## src/hdl/pie_pkg.sv

```systemverilog
// Purpose: Shared constants and types for the interrupt/exception controller
// Assumes: 32-bit APB, byte addresses, one aligned word per register
// Notes:   Level 0 is the most urgent priority level
package pie_pkg;
  localparam int MAX_SRC = 56;
  localparam int NUM_EXT = 7;
  localparam int EXT_BASE = 1;
  // ----------------------------------------
  // Register offsets
  // ----------------------------------------
  localparam logic [11:0] OFF_MASK_LO = 12'h000;
  localparam logic [11:0] OFF_MASK_HI = 12'h004;
  localparam logic [11:0] OFF_PEND_LO = 12'h008;
  localparam logic [11:0] OFF_PEND_HI = 12'h00c;
  localparam logic [11:0] OFF_THRESH  = 12'h010;
  localparam logic [11:0] OFF_EXT_CFG = 12'h014;
  localparam logic [11:0] OFF_ISTAT   = 12'h018;
  localparam logic [11:0] OFF_IMASK   = 12'h01c;
  localparam logic [11:0] OFF_LAST    = 12'h020;
  localparam logic [6:0]  OFF_PRIO_PG = 7'h02;
  localparam logic [2:0]  PRIO_WORDS  = 3'h7;
  // ----------------------------------------
  // Reset values, codes, counts
  // ----------------------------------------
  localparam logic [MAX_SRC-1:0] MASK_RST = '1;
  localparam logic [2:0]  PRIO_RST   = 3'h7;
  localparam logic [3:0]  THRESH_RST = 4'h8;
  localparam logic [1:0]  FILT_SAMPLES = 2'h3;
  localparam logic [15:0] CODE_TRAP_LO = 16'h0040;
  localparam logic [15:0] CODE_TRAP_HI = 16'h0050;
  localparam logic [15:0] CODE_ILL     = 16'h0060;
  localparam logic [15:0] CODE_MASK    = 16'h0080;
  localparam logic [31:0] VEC_TRAP_LO  = 32'h00000040;
  localparam logic [31:0] VEC_TRAP_HI  = 32'h00000050;
  localparam logic [31:0] VEC_ILL      = 32'h00000060;
  localparam int IST_TAKEN = 0;
  localparam int IST_ILL   = 1;
  localparam int IST_TRAP  = 2;

  typedef enum logic [1:0] {EDGE_RISE, EDGE_FALL, EDGE_BOTH, EDGE_OFF} pie_edge_t;
  typedef enum logic {PH_IDLE, PH_SHOW} pie_phase_t;
  typedef enum logic [1:0] {K_MASK, K_TRAP, K_ILL} pie_kind_t;

  typedef struct packed {
    logic [MAX_SRC-1:0]        mask;
    logic [MAX_SRC-1:0]        pend;
    logic [MAX_SRC-1:0][2:0]   prio;
    logic [3:0]                thresh;
    logic [NUM_EXT-1:0][2:0]   ext_cfg;
    logic [NUM_EXT-1:0][1:0]   filt_cnt;
    logic [NUM_EXT-1:0]        filt_lvl;
    logic [2:0]                istat;
    logic [2:0]                imask;
    logic                      trap_pend;
    logic [4:0]                trap_num;
    logic                      ill_pend;
    pie_phase_t                phase;
    pie_kind_t                 kind;
    logic [5:0]                src;
    logic                      valid;
    logic [15:0]               code;
    logic [31:0]               handler;
    logic                      irq;
    logic                      pready;
    logic                      pslverr;
    logic [31:0]               prdata;
  } pie_state_t;

  localparam pie_state_t PIE_ST_RST = '{mask: MASK_RST, prio: {MAX_SRC{PRIO_RST}},
                                        thresh: THRESH_RST, phase: PH_IDLE,
                                        kind: K_MASK, default: '0};
endpackage : pie_pkg

```

## src/hdl/pie_ctrl.sv

```systemverilog
// Purpose: Vectored request controller with traps and illegal-opcode trap
// Assumes: Request, trap and pin inputs synchronous to pclk
// Notes:   Presented exception holds until exc_ack
//
// Added by the designer: the register offsets and the APB slave port.
`timescale 1ns/10ps
// Operation
// - Software gives each maskable source one of eight levels; arbitration uses them.
// - Requests whose level is not above the permitted threshold are held off.
// - Each maskable source has a mask bit; masked sources are not forwarded.
// - External pins get optional noise filter, edge detect and chosen edge.
// - Accepts peripheral and pin requests, 49 to 56 sources by variant.
// - Trap low group gives code 004n, high group 005n with vector 50h.
// - Undefined opcode fetch gives code 0060h and vector 60h.
module pie_ctrl
  import pie_pkg::*;
#(
  parameter int NUM_SRC = 56
) (
  input  wire logic               pclk,
  input  wire logic               presetn,
  input  wire logic               psel,
  input  wire logic               penable,
  input  wire logic               pwrite,
  input  wire logic [11:0]        paddr,
  input  wire logic [31:0]        pwdata,
  output logic                    pready,
  output logic                    pslverr,
  output logic [31:0]             prdata,
  input  wire logic [NUM_SRC-1:0] src_req,
  input  wire logic [NUM_EXT-1:0] ext_pin,
  input  wire logic               trap_req,
  input  wire logic [4:0]         trap_num,
  input  wire logic               undefined_opcode_trap,
  output logic                    exc_valid,
  output logic [15:0]             exc_code,
  output logic [31:0]             exc_handler,
  input  wire logic               exc_ack,
  output logic                    irq
);
  // ----------------------------------------
  // Helpers
  // ----------------------------------------
  function automatic logic addr_ok(input logic [11:0] a);
    addr_ok = (a[11:5] == 7'h00) ||
              (a == OFF_LAST) ||
              (a[11:5] == OFF_PRIO_PG && a[4:2] != PRIO_WORDS);
  endfunction : addr_ok

  function automatic logic [15:0] mask_code(input logic [5:0] s);
    mask_code = CODE_MASK + {6'h00, s, 4'h0};
  endfunction : mask_code

  pie_state_t st_ff;
  pie_state_t nxt_st;

  logic [MAX_SRC-1:0] valid_src;
  logic [MAX_SRC-1:0] set_v;
  logic [MAX_SRC-1:0] clr_w;
  logic [MAX_SRC-1:0] clr_a;
  logic [NUM_EXT-1:0] ext_evt;
  logic               found;
  logic [2:0]         blvl;
  logic [5:0]         bsrc;
  logic               wr_en;
  logic               rd_clr;
  logic [31:0]        rd_v;
  logic [2:0]         pw;
  logic               cur;
  pie_edge_t          esel;

  always_comb begin
    valid_src = '0;
    valid_src[NUM_SRC-1:0] = '1;
  end

  // ----------------------------------------
  // Pin conditioning
  // ----------------------------------------
  always_comb begin
    nxt_st = st_ff;
    ext_evt = '0;
    cur = 1'b0;
    esel = EDGE_OFF;
    for (int k = 0; k < NUM_EXT; k++) begin
      cur = ext_pin[k];
      nxt_st.filt_cnt[k] = 2'h0;
      if (st_ff.ext_cfg[k][0]) begin
        // Glitches shorter than the count never reach the edge detector
        if (ext_pin[k] == st_ff.filt_lvl[k]) begin
          cur = st_ff.filt_lvl[k];
        end else if (st_ff.filt_cnt[k] == FILT_SAMPLES - 2'h1) begin
          cur = ext_pin[k];
        end else begin
          cur = st_ff.filt_lvl[k];
          nxt_st.filt_cnt[k] = st_ff.filt_cnt[k] + 2'h1;
        end
      end
      nxt_st.filt_lvl[k] = cur;
      esel = pie_edge_t'(st_ff.ext_cfg[k][2:1]);
      ext_evt[k] = (cur & ~st_ff.filt_lvl[k] &
                    (esel == EDGE_RISE || esel == EDGE_BOTH)) |
                   (~cur & st_ff.filt_lvl[k] &
                    (esel == EDGE_FALL || esel == EDGE_BOTH));
    end

    // ----------------------------------------
    // Arbitration
    // ----------------------------------------
    found = 1'b0;
    blvl = PRIO_RST;
    bsrc = 6'h00;
    for (int i = 0; i < MAX_SRC; i++) begin
      if (valid_src[i] && st_ff.pend[i] && !st_ff.mask[i] &&
          {1'b0, st_ff.prio[i]} < st_ff.thresh &&
          (!found || st_ff.prio[i] < blvl)) begin
        found = 1'b1;
        blvl = st_ff.prio[i];
        bsrc = 6'(i);
      end
    end

    // ----------------------------------------
    // APB slave
    // ----------------------------------------
    wr_en = psel && penable && st_ff.pready && pwrite && addr_ok(paddr);
    rd_clr = psel && penable && st_ff.pready && !pwrite && paddr == OFF_ISTAT;
    pw = paddr[4:2];
    rd_v = 32'h00000000;
    case (paddr)
      OFF_MASK_LO: rd_v = st_ff.mask[31:0];
      OFF_MASK_HI: rd_v = {8'h00, st_ff.mask[MAX_SRC-1:32]};
      OFF_PEND_LO: rd_v = st_ff.pend[31:0];
      OFF_PEND_HI: rd_v = {8'h00, st_ff.pend[MAX_SRC-1:32]};
      OFF_THRESH:  rd_v = {28'h0000000, st_ff.thresh};
      OFF_EXT_CFG: begin
        for (int k = 0; k < NUM_EXT; k++) begin
          rd_v[4*k +: 3] = st_ff.ext_cfg[k];
        end
      end
      OFF_ISTAT:   rd_v = {29'h00000000, st_ff.istat};
      OFF_IMASK:   rd_v = {29'h00000000, st_ff.imask};
      OFF_LAST:    rd_v = {st_ff.valid, 9'h000, st_ff.src, st_ff.code};
      default: begin
        if (paddr[11:5] == OFF_PRIO_PG) begin
          for (int j = 0; j < 8; j++) begin
            if (int'(pw) * 8 + j < MAX_SRC) begin
              rd_v[4*j +: 3] = st_ff.prio[int'(pw) * 8 + j];
            end
          end
        end
      end
    endcase
    // Answer in the first access cycle; data latched at setup
    nxt_st.pready = psel && !penable;
    nxt_st.pslverr = psel && !penable && !addr_ok(paddr);
    nxt_st.prdata = (psel && !penable && !pwrite) ? rd_v : 32'h00000000;

    clr_w = '0;
    if (wr_en) begin
      case (paddr)
        OFF_MASK_LO: nxt_st.mask[31:0] = pwdata;
        OFF_MASK_HI: nxt_st.mask[MAX_SRC-1:32] = pwdata[23:0];
        OFF_PEND_LO: clr_w[31:0] = pwdata;
        OFF_PEND_HI: clr_w[MAX_SRC-1:32] = pwdata[23:0];
        OFF_THRESH:  nxt_st.thresh = pwdata[3:0];
        OFF_EXT_CFG: begin
          for (int k = 0; k < NUM_EXT; k++) begin
            nxt_st.ext_cfg[k] = pwdata[4*k +: 3];
          end
        end
        OFF_IMASK:   nxt_st.imask = pwdata[2:0];
        default: begin
          if (paddr[11:5] == OFF_PRIO_PG) begin
            for (int j = 0; j < 8; j++) begin
              if (int'(pw) * 8 + j < MAX_SRC) begin
                nxt_st.prio[int'(pw) * 8 + j] = pwdata[4*j +: 3];
              end
            end
          end
        end
      endcase
    end

    // ----------------------------------------
    // Presentation to the core
    // ----------------------------------------
    clr_a = '0;
    if (rd_clr) begin
      // Only bits already returned are cleared, so a late event is kept
      nxt_st.istat = st_ff.istat & ~st_ff.prdata[2:0];
    end
    case (st_ff.phase)
      PH_IDLE: begin
        // Program-driven exceptions outrank interrupts
        if (st_ff.ill_pend) begin
          nxt_st.phase = PH_SHOW;
          nxt_st.valid = 1'b1;
          nxt_st.kind = K_ILL;
          nxt_st.code = CODE_ILL;
          nxt_st.handler = VEC_ILL;
        end else if (st_ff.trap_pend) begin
          nxt_st.phase = PH_SHOW;
          nxt_st.valid = 1'b1;
          nxt_st.kind = K_TRAP;
          if (st_ff.trap_num[4]) begin
            nxt_st.code = CODE_TRAP_HI | {12'h000, st_ff.trap_num[3:0]};
            nxt_st.handler = VEC_TRAP_HI;
          end else begin
            nxt_st.code = CODE_TRAP_LO | {12'h000, st_ff.trap_num[3:0]};
            nxt_st.handler = VEC_TRAP_LO;
          end
        end else if (found) begin
          nxt_st.phase = PH_SHOW;
          nxt_st.valid = 1'b1;
          nxt_st.kind = K_MASK;
          nxt_st.src = bsrc;
          nxt_st.code = mask_code(bsrc);
          nxt_st.handler = {16'h0000, mask_code(bsrc)};
        end
      end
      PH_SHOW: begin
        if (exc_ack) begin
          nxt_st.phase = PH_IDLE;
          nxt_st.valid = 1'b0;
          nxt_st.istat[IST_TAKEN] = 1'b1;
          case (st_ff.kind)
            K_ILL:  nxt_st.ill_pend = 1'b0;
            K_TRAP: nxt_st.trap_pend = 1'b0;
            default: begin
              clr_a[st_ff.src] = 1'b1;
              // Holds off equal and lower levels until software restores
              nxt_st.thresh = {1'b0, st_ff.prio[st_ff.src]};
            end
          endcase
        end
      end
      default: begin
        nxt_st.phase = PH_IDLE;
        nxt_st.valid = 1'b0;
      end
    endcase

    // New events win over any clear in the same cycle
    set_v = '0;
    set_v[NUM_SRC-1:0] = src_req;
    for (int k = 0; k < NUM_EXT; k++) begin
      set_v[EXT_BASE + k] = set_v[EXT_BASE + k] | ext_evt[k];
    end
    nxt_st.pend = ((st_ff.pend & ~clr_w & ~clr_a) | set_v) & valid_src;
    if (undefined_opcode_trap) begin
      nxt_st.ill_pend = 1'b1;
      nxt_st.istat[IST_ILL] = 1'b1;
    end
    if (trap_req && !nxt_st.trap_pend) begin
      nxt_st.trap_pend = 1'b1;
      nxt_st.trap_num = trap_num;
    end
    if (trap_req) begin
      nxt_st.istat[IST_TRAP] = 1'b1;
    end
    nxt_st.irq = |(nxt_st.istat & nxt_st.imask);
  end

  always_ff @(posedge pclk or negedge presetn) begin
    if (!presetn) begin
      st_ff <= PIE_ST_RST;
    end else begin
      st_ff <= nxt_st;
    end
  end

  assign pready      = st_ff.pready;
  assign pslverr     = st_ff.pslverr;
  assign prdata      = st_ff.prdata;
  assign exc_valid   = st_ff.valid;
  assign exc_code    = st_ff.code;
  assign exc_handler = st_ff.handler;
  assign irq         = st_ff.irq;

  // ----------------------------------------
  // Checks
  // ----------------------------------------
  pie_state_t prev_ff;
  logic       bad_pick;

  always_ff @(posedge pclk or negedge presetn) begin
    if (!presetn) begin
      prev_ff <= PIE_ST_RST;
    end else begin
      prev_ff <= st_ff;
    end
  end

  always_comb begin
    bad_pick = 1'b0;
    for (int i = 0; i < MAX_SRC; i++) begin
      if (i < NUM_SRC && prev_ff.pend[i] && !prev_ff.mask[i] &&
          {1'b0, prev_ff.prio[i]} < prev_ff.thresh &&
          (prev_ff.prio[i] < prev_ff.prio[st_ff.src] ||
           (prev_ff.prio[i] == prev_ff.prio[st_ff.src] && 6'(i) < st_ff.src))) begin
        bad_pick = 1'b1;
      end
    end
  end
endmodule : pie_ctrl

```

## config.mk

```make
export PLATFORM = sky130hd
export DESIGN_NAME = pie_ctrl
export DESIGN_NICKNAME = d
export VERILOG_FILES = /design/src/hdl/pie_pkg.sv /design/src/hdl/pie_ctrl.sv
export SDC_FILE = /design/constraint.sdc
export NUM_CORES = 1
export LEC_CHECK = 0
export ABC_AREA = 1
export BUFFER_PORTS_ARGS = -buffer_cell sky130_fd_sc_hd__buf_2
export CORE_ASPECT_RATIO = 0.5
export CORE_MARGIN = 2
export CORE_UTILIZATION = 30
export CTS_CLUSTER_SIZE = 28
export DETAILED_ROUTE_END_ITERATION = 7
export GPL_TIMING_DRIVEN = 0
export PLACE_DENSITY = 0.54
export SETUP_SLACK_MARGIN = 0.05
export SKIP_CTS_REPAIR_TIMING = 1
export SYNTH_ARGS = -nofsm -noshare
export SYNTH_HDL_FRONTEND = slang
export SYNTH_SLANG_ARGS = --single-unit
```

## constraint.sdc

```tcl
create_clock -name pclk -period 53.6 [get_ports pclk]
set_clock_uncertainty 0.1 [all_clocks]
set_input_delay 13.4 -clock pclk [delete_from_list [all_inputs] [get_ports pclk]]
set_output_delay 13.4 -clock pclk [all_outputs]
set_load 0.01 [all_outputs]
```

==> reports/summary.txt <==
vias in the first global route: 29.6k
sequential share of the synthesized area: 0.340
Yosys reg bits: 395
area share of the largest cell type after synthesis: 0.198
vias: 33.9k
total congestion overflow: 0
Buffers & Inverters on Critical Path: 58
Clock Tree Buf Depth: 3
Die Wd: 450 µm
class of the worst hold path: register to register
Nets: 4,922
Clock Pin Slew Worst Setup and Hold Paths: 0.07 ns
H-tree Lvls: 2
actual slew at the worst max-slew pin: 1.80 ns
largest net degree at the start of global routing: 114
top cell type by total area after synthesis: dfstp_2
Num CTS Buffers: 43
CP Data Arrival Time: 50.07 ns
Register Area: 10,200 µm²
Reg2Reg Depth: 478
first-pass GRT wire length: 241 mm
status: complete, but fails checks
Startpoint Class: register
final hold vios: 0
max_cap viols: 10
Tmin final: 49.67 ns
final WL: 181 mm
CTS tree: done
failing checks: capacitance limit, slew limit
Util after Layout: 0.367
Worst path most repeated cell: nand2_1
max-slew violations: 71
Worst path max stage delay: 0.40 ns
gr usage total: 0.339
RR Startpoint: st_ff[150]$_DFF_PN0_
CP endpoint kind: register
Die Area: 102,000 µm²
Syn. warnings: 0
largest cells by area after synthesis: dfstp_2 20%, dfrtp_1 14%, nand2_1 14%
hold endpoint: st_ff[125]$_DFF_PN0_
final setup violation count: 0
Syn-to-layout area delta: 20.5%
synthesized cell area: 29,900 µm²
root buffer cell: clkbuf_16
Main synth FF type: dfstp_2
wire length per cell: 30.2 µm
footprint of the multi-input gates: 17,600 µm²
Crit path max-delay family: simple AND/OR/NAND/NOR gates
Setup CP Type: register to register
Initial Util: 0.304
Final HPWL DP: 141 mm
Post-synth EDFFs: 0
fillers: 10.5k
Peak Freq: 20.1 MHz
worst hold slack: 0.328 ns
Clock Latency Late Sink: 0.63 ns
I/O pin count: 204
DRC errors left: 0
FP Rows: 81
reg2reg end: exc_code[9]$_DFFE_PN0P_
Reg2Reg Setup Slack: 3.93 ns
vias per cell: 5.66
Mapped Cells: 4,259
Routed Antenna Nets: 0
first drt pass iteration count: 7
max_slew headroom: -0.214
DR iter-0 viols: 5,045
syn_area_per_cell: 7.02 µm²
ys async rst share: 1.00
antenna violations before repair: 23
CP max FO: 13
fraction of layout cells with a size suffix above 1: 0.213
Slowest-stage cell, CP: dfrtp_1
die height: 227 µm
Placeable Area: 98,200 µm²
period utilization: 0.927
clock sink total: 395
Yosys cell types: 61
port bufs: 171
WP data required: 54.00 ns
hold path depth: 1
Hold Crit Start: st_ff[125]$_DFF_PN0_
routability cong.: 1.12
==> final cells by class <==
type                            instances  share of cell area
Sequential cell                       395               0.282
Inverter                              565              0.0602
Tap cell                             1328              0.0461
Antenna cell                           14            0.000973
Timing Repair inverter                  1            0.000243
Clock buffer                           62              0.0333
Buffer                                226              0.0332
Clock inverter                         17             0.00448
Timing Repair Buffer                  282              0.0510
Multi-Input combinational cell       3102               0.488
==> through the flow <==
step           cells  setup TNS (ns)  cell area [µm²]  worst slack (ns)
2_1_floorplan   4288               0            30000              4.69
3_3_place_gp    5787          -44.03            32500             -4.12
3_5_place_dp    5800          -34.43            32800             -3.32
4_1_cts         5879          -35.98            34200             -3.45
5_1_grt         5978           -1.35            36000            -0.479
6_report        5992               0            36000              3.93
==> registers in the layout, indices dropped and copies added (netlist names) <==
name	count
st_ff	346
prdata	32
exc_code	11
esel	2
exc_valid	1
irq	1
pready	1
pslverr	1
==> cells in the mapped netlist, types with 3 or more instances <==
master,n
ha_1,186
o2111ai_1,6
buf_1,3
clkbuf_1,137
inv_1,501
inv_2,10
nor2_1,239
a22oi_1,10
a31oi_1,19
a31o_2,29
or2_2,20
o21ai_0,538
nand3_1,326
o21bai_1,21
o21ai_2,4
a32o_1,4
dfstp_2,225
o221ai_1,27
a221oi_1,40
dfrtp_1,170
nor3b_1,13
nor4_1,8
a2111oi_0,5
nor3_1,68
o31ai_1,7
a21oi_1,116
a211oi_1,6
o211ai_1,10
buf_4,82
xnor2_1,7
a311oi_1,8
nand2_1,1093
clkinv_1,51
nand2_4,29
nand2_2,86
nand4_1,23
o22ai_1,76
o41ai_1,7
a41oi_1,3
a211o_1,3
o21ai_1,15
==> worst max-delay path by stage <==
stage / slack [ns] / from / end / cells past startpoint
after global placement: -4.12 / st_ff[150]$_DFF_PN0_ / exc_code[9]$_DFFE_PN0P_ / 450
after CTS: -3.45 / st_ff[149]$_DFF_PN0_ / exc_code[9]$_DFFE_PN0P_ / 452
after floorplan: 4.69 / st_ff[149]$_DFF_PN0_ / exc_code[9]$_DFFE_PN0P_ / 451
after global routing: -0.48 / st_ff[150]$_DFF_PN0_ / exc_code[9]$_DFFE_PN0P_ / 484
final: 3.93 / st_ff[150]$_DFF_PN0_ / exc_code[9]$_DFFE_PN0P_ / 478
after detailed placement: -3.32 / st_ff[149]$_DFF_PN0_ / exc_code[9]$_DFFE_PN0P_ / 452
==> cell families (layout without fill, tap and decap cells) <==
| group | Yosys count | after routing | share of synthesized area |
|---|---|---|---|
| compound gates | 964 | 964 | 0.188 |
| buf+inv | 791 | 1153 | 0.111 |
| mux | 3 | 3 | 0.00109 |
| flops | 395 | 395 | 0.340 |
| fa+ha+maj | 186 | 186 | 0.0779 |
| simple gates | 1912 | 1912 | 0.279 |
| xor+xnor | 7 | 7 | 0.00205 |
| other cells | 1 | 44 | 0.000125 |
==> worst reg2reg max path, delay by kind of cell (launching register included) <==
kind / cells / cell delay, ns
AO/OA/AOI/OAI: 57 / 7.49
adder cells (fa/ha/maj): 57 / 14.86
buffers and inverters: 58 / 2.84
flip-flops: 1 / 0.40
AND/OR/NAND/NOR: 306 / 23.82
==> per-layer routing <==
metal	share of wire	global-route usage	vias to the layer above	wire length [µm]
li1	-	-	14836	-
met1	0.43	0.476	16505	77400
met2	0.39	0.464	2194	70100
met3	0.14	0.130	379	25600
met4	0.044	0.126	8	7920
met5	0.00065	0	-	118
==> placed cells by master, fill, tap and decap left out, drive strengths merged, types with 8 or more instances in the layout <==
cell	instances
clkinv	63
o221ai	27
nor2	242
nand4	23
nor3b	13
a311oi	8
a22oi	10
nand3	328
buf	368
a31o	29
a221oi	40
nor4	8
conb	30
o21ai	557
o22ai	76
nand2	1208
nor3	69
o211ai	10
dfrtp	170
dfstp	225
diode	14
a31oi	19
clkbuf	202
ha	186
o21bai	21
or2	20
a21oi	118
inv	515
Power is not shown: default switching activity piles up to over one toggle a cycle in this logic, so the estimate is an artifact.
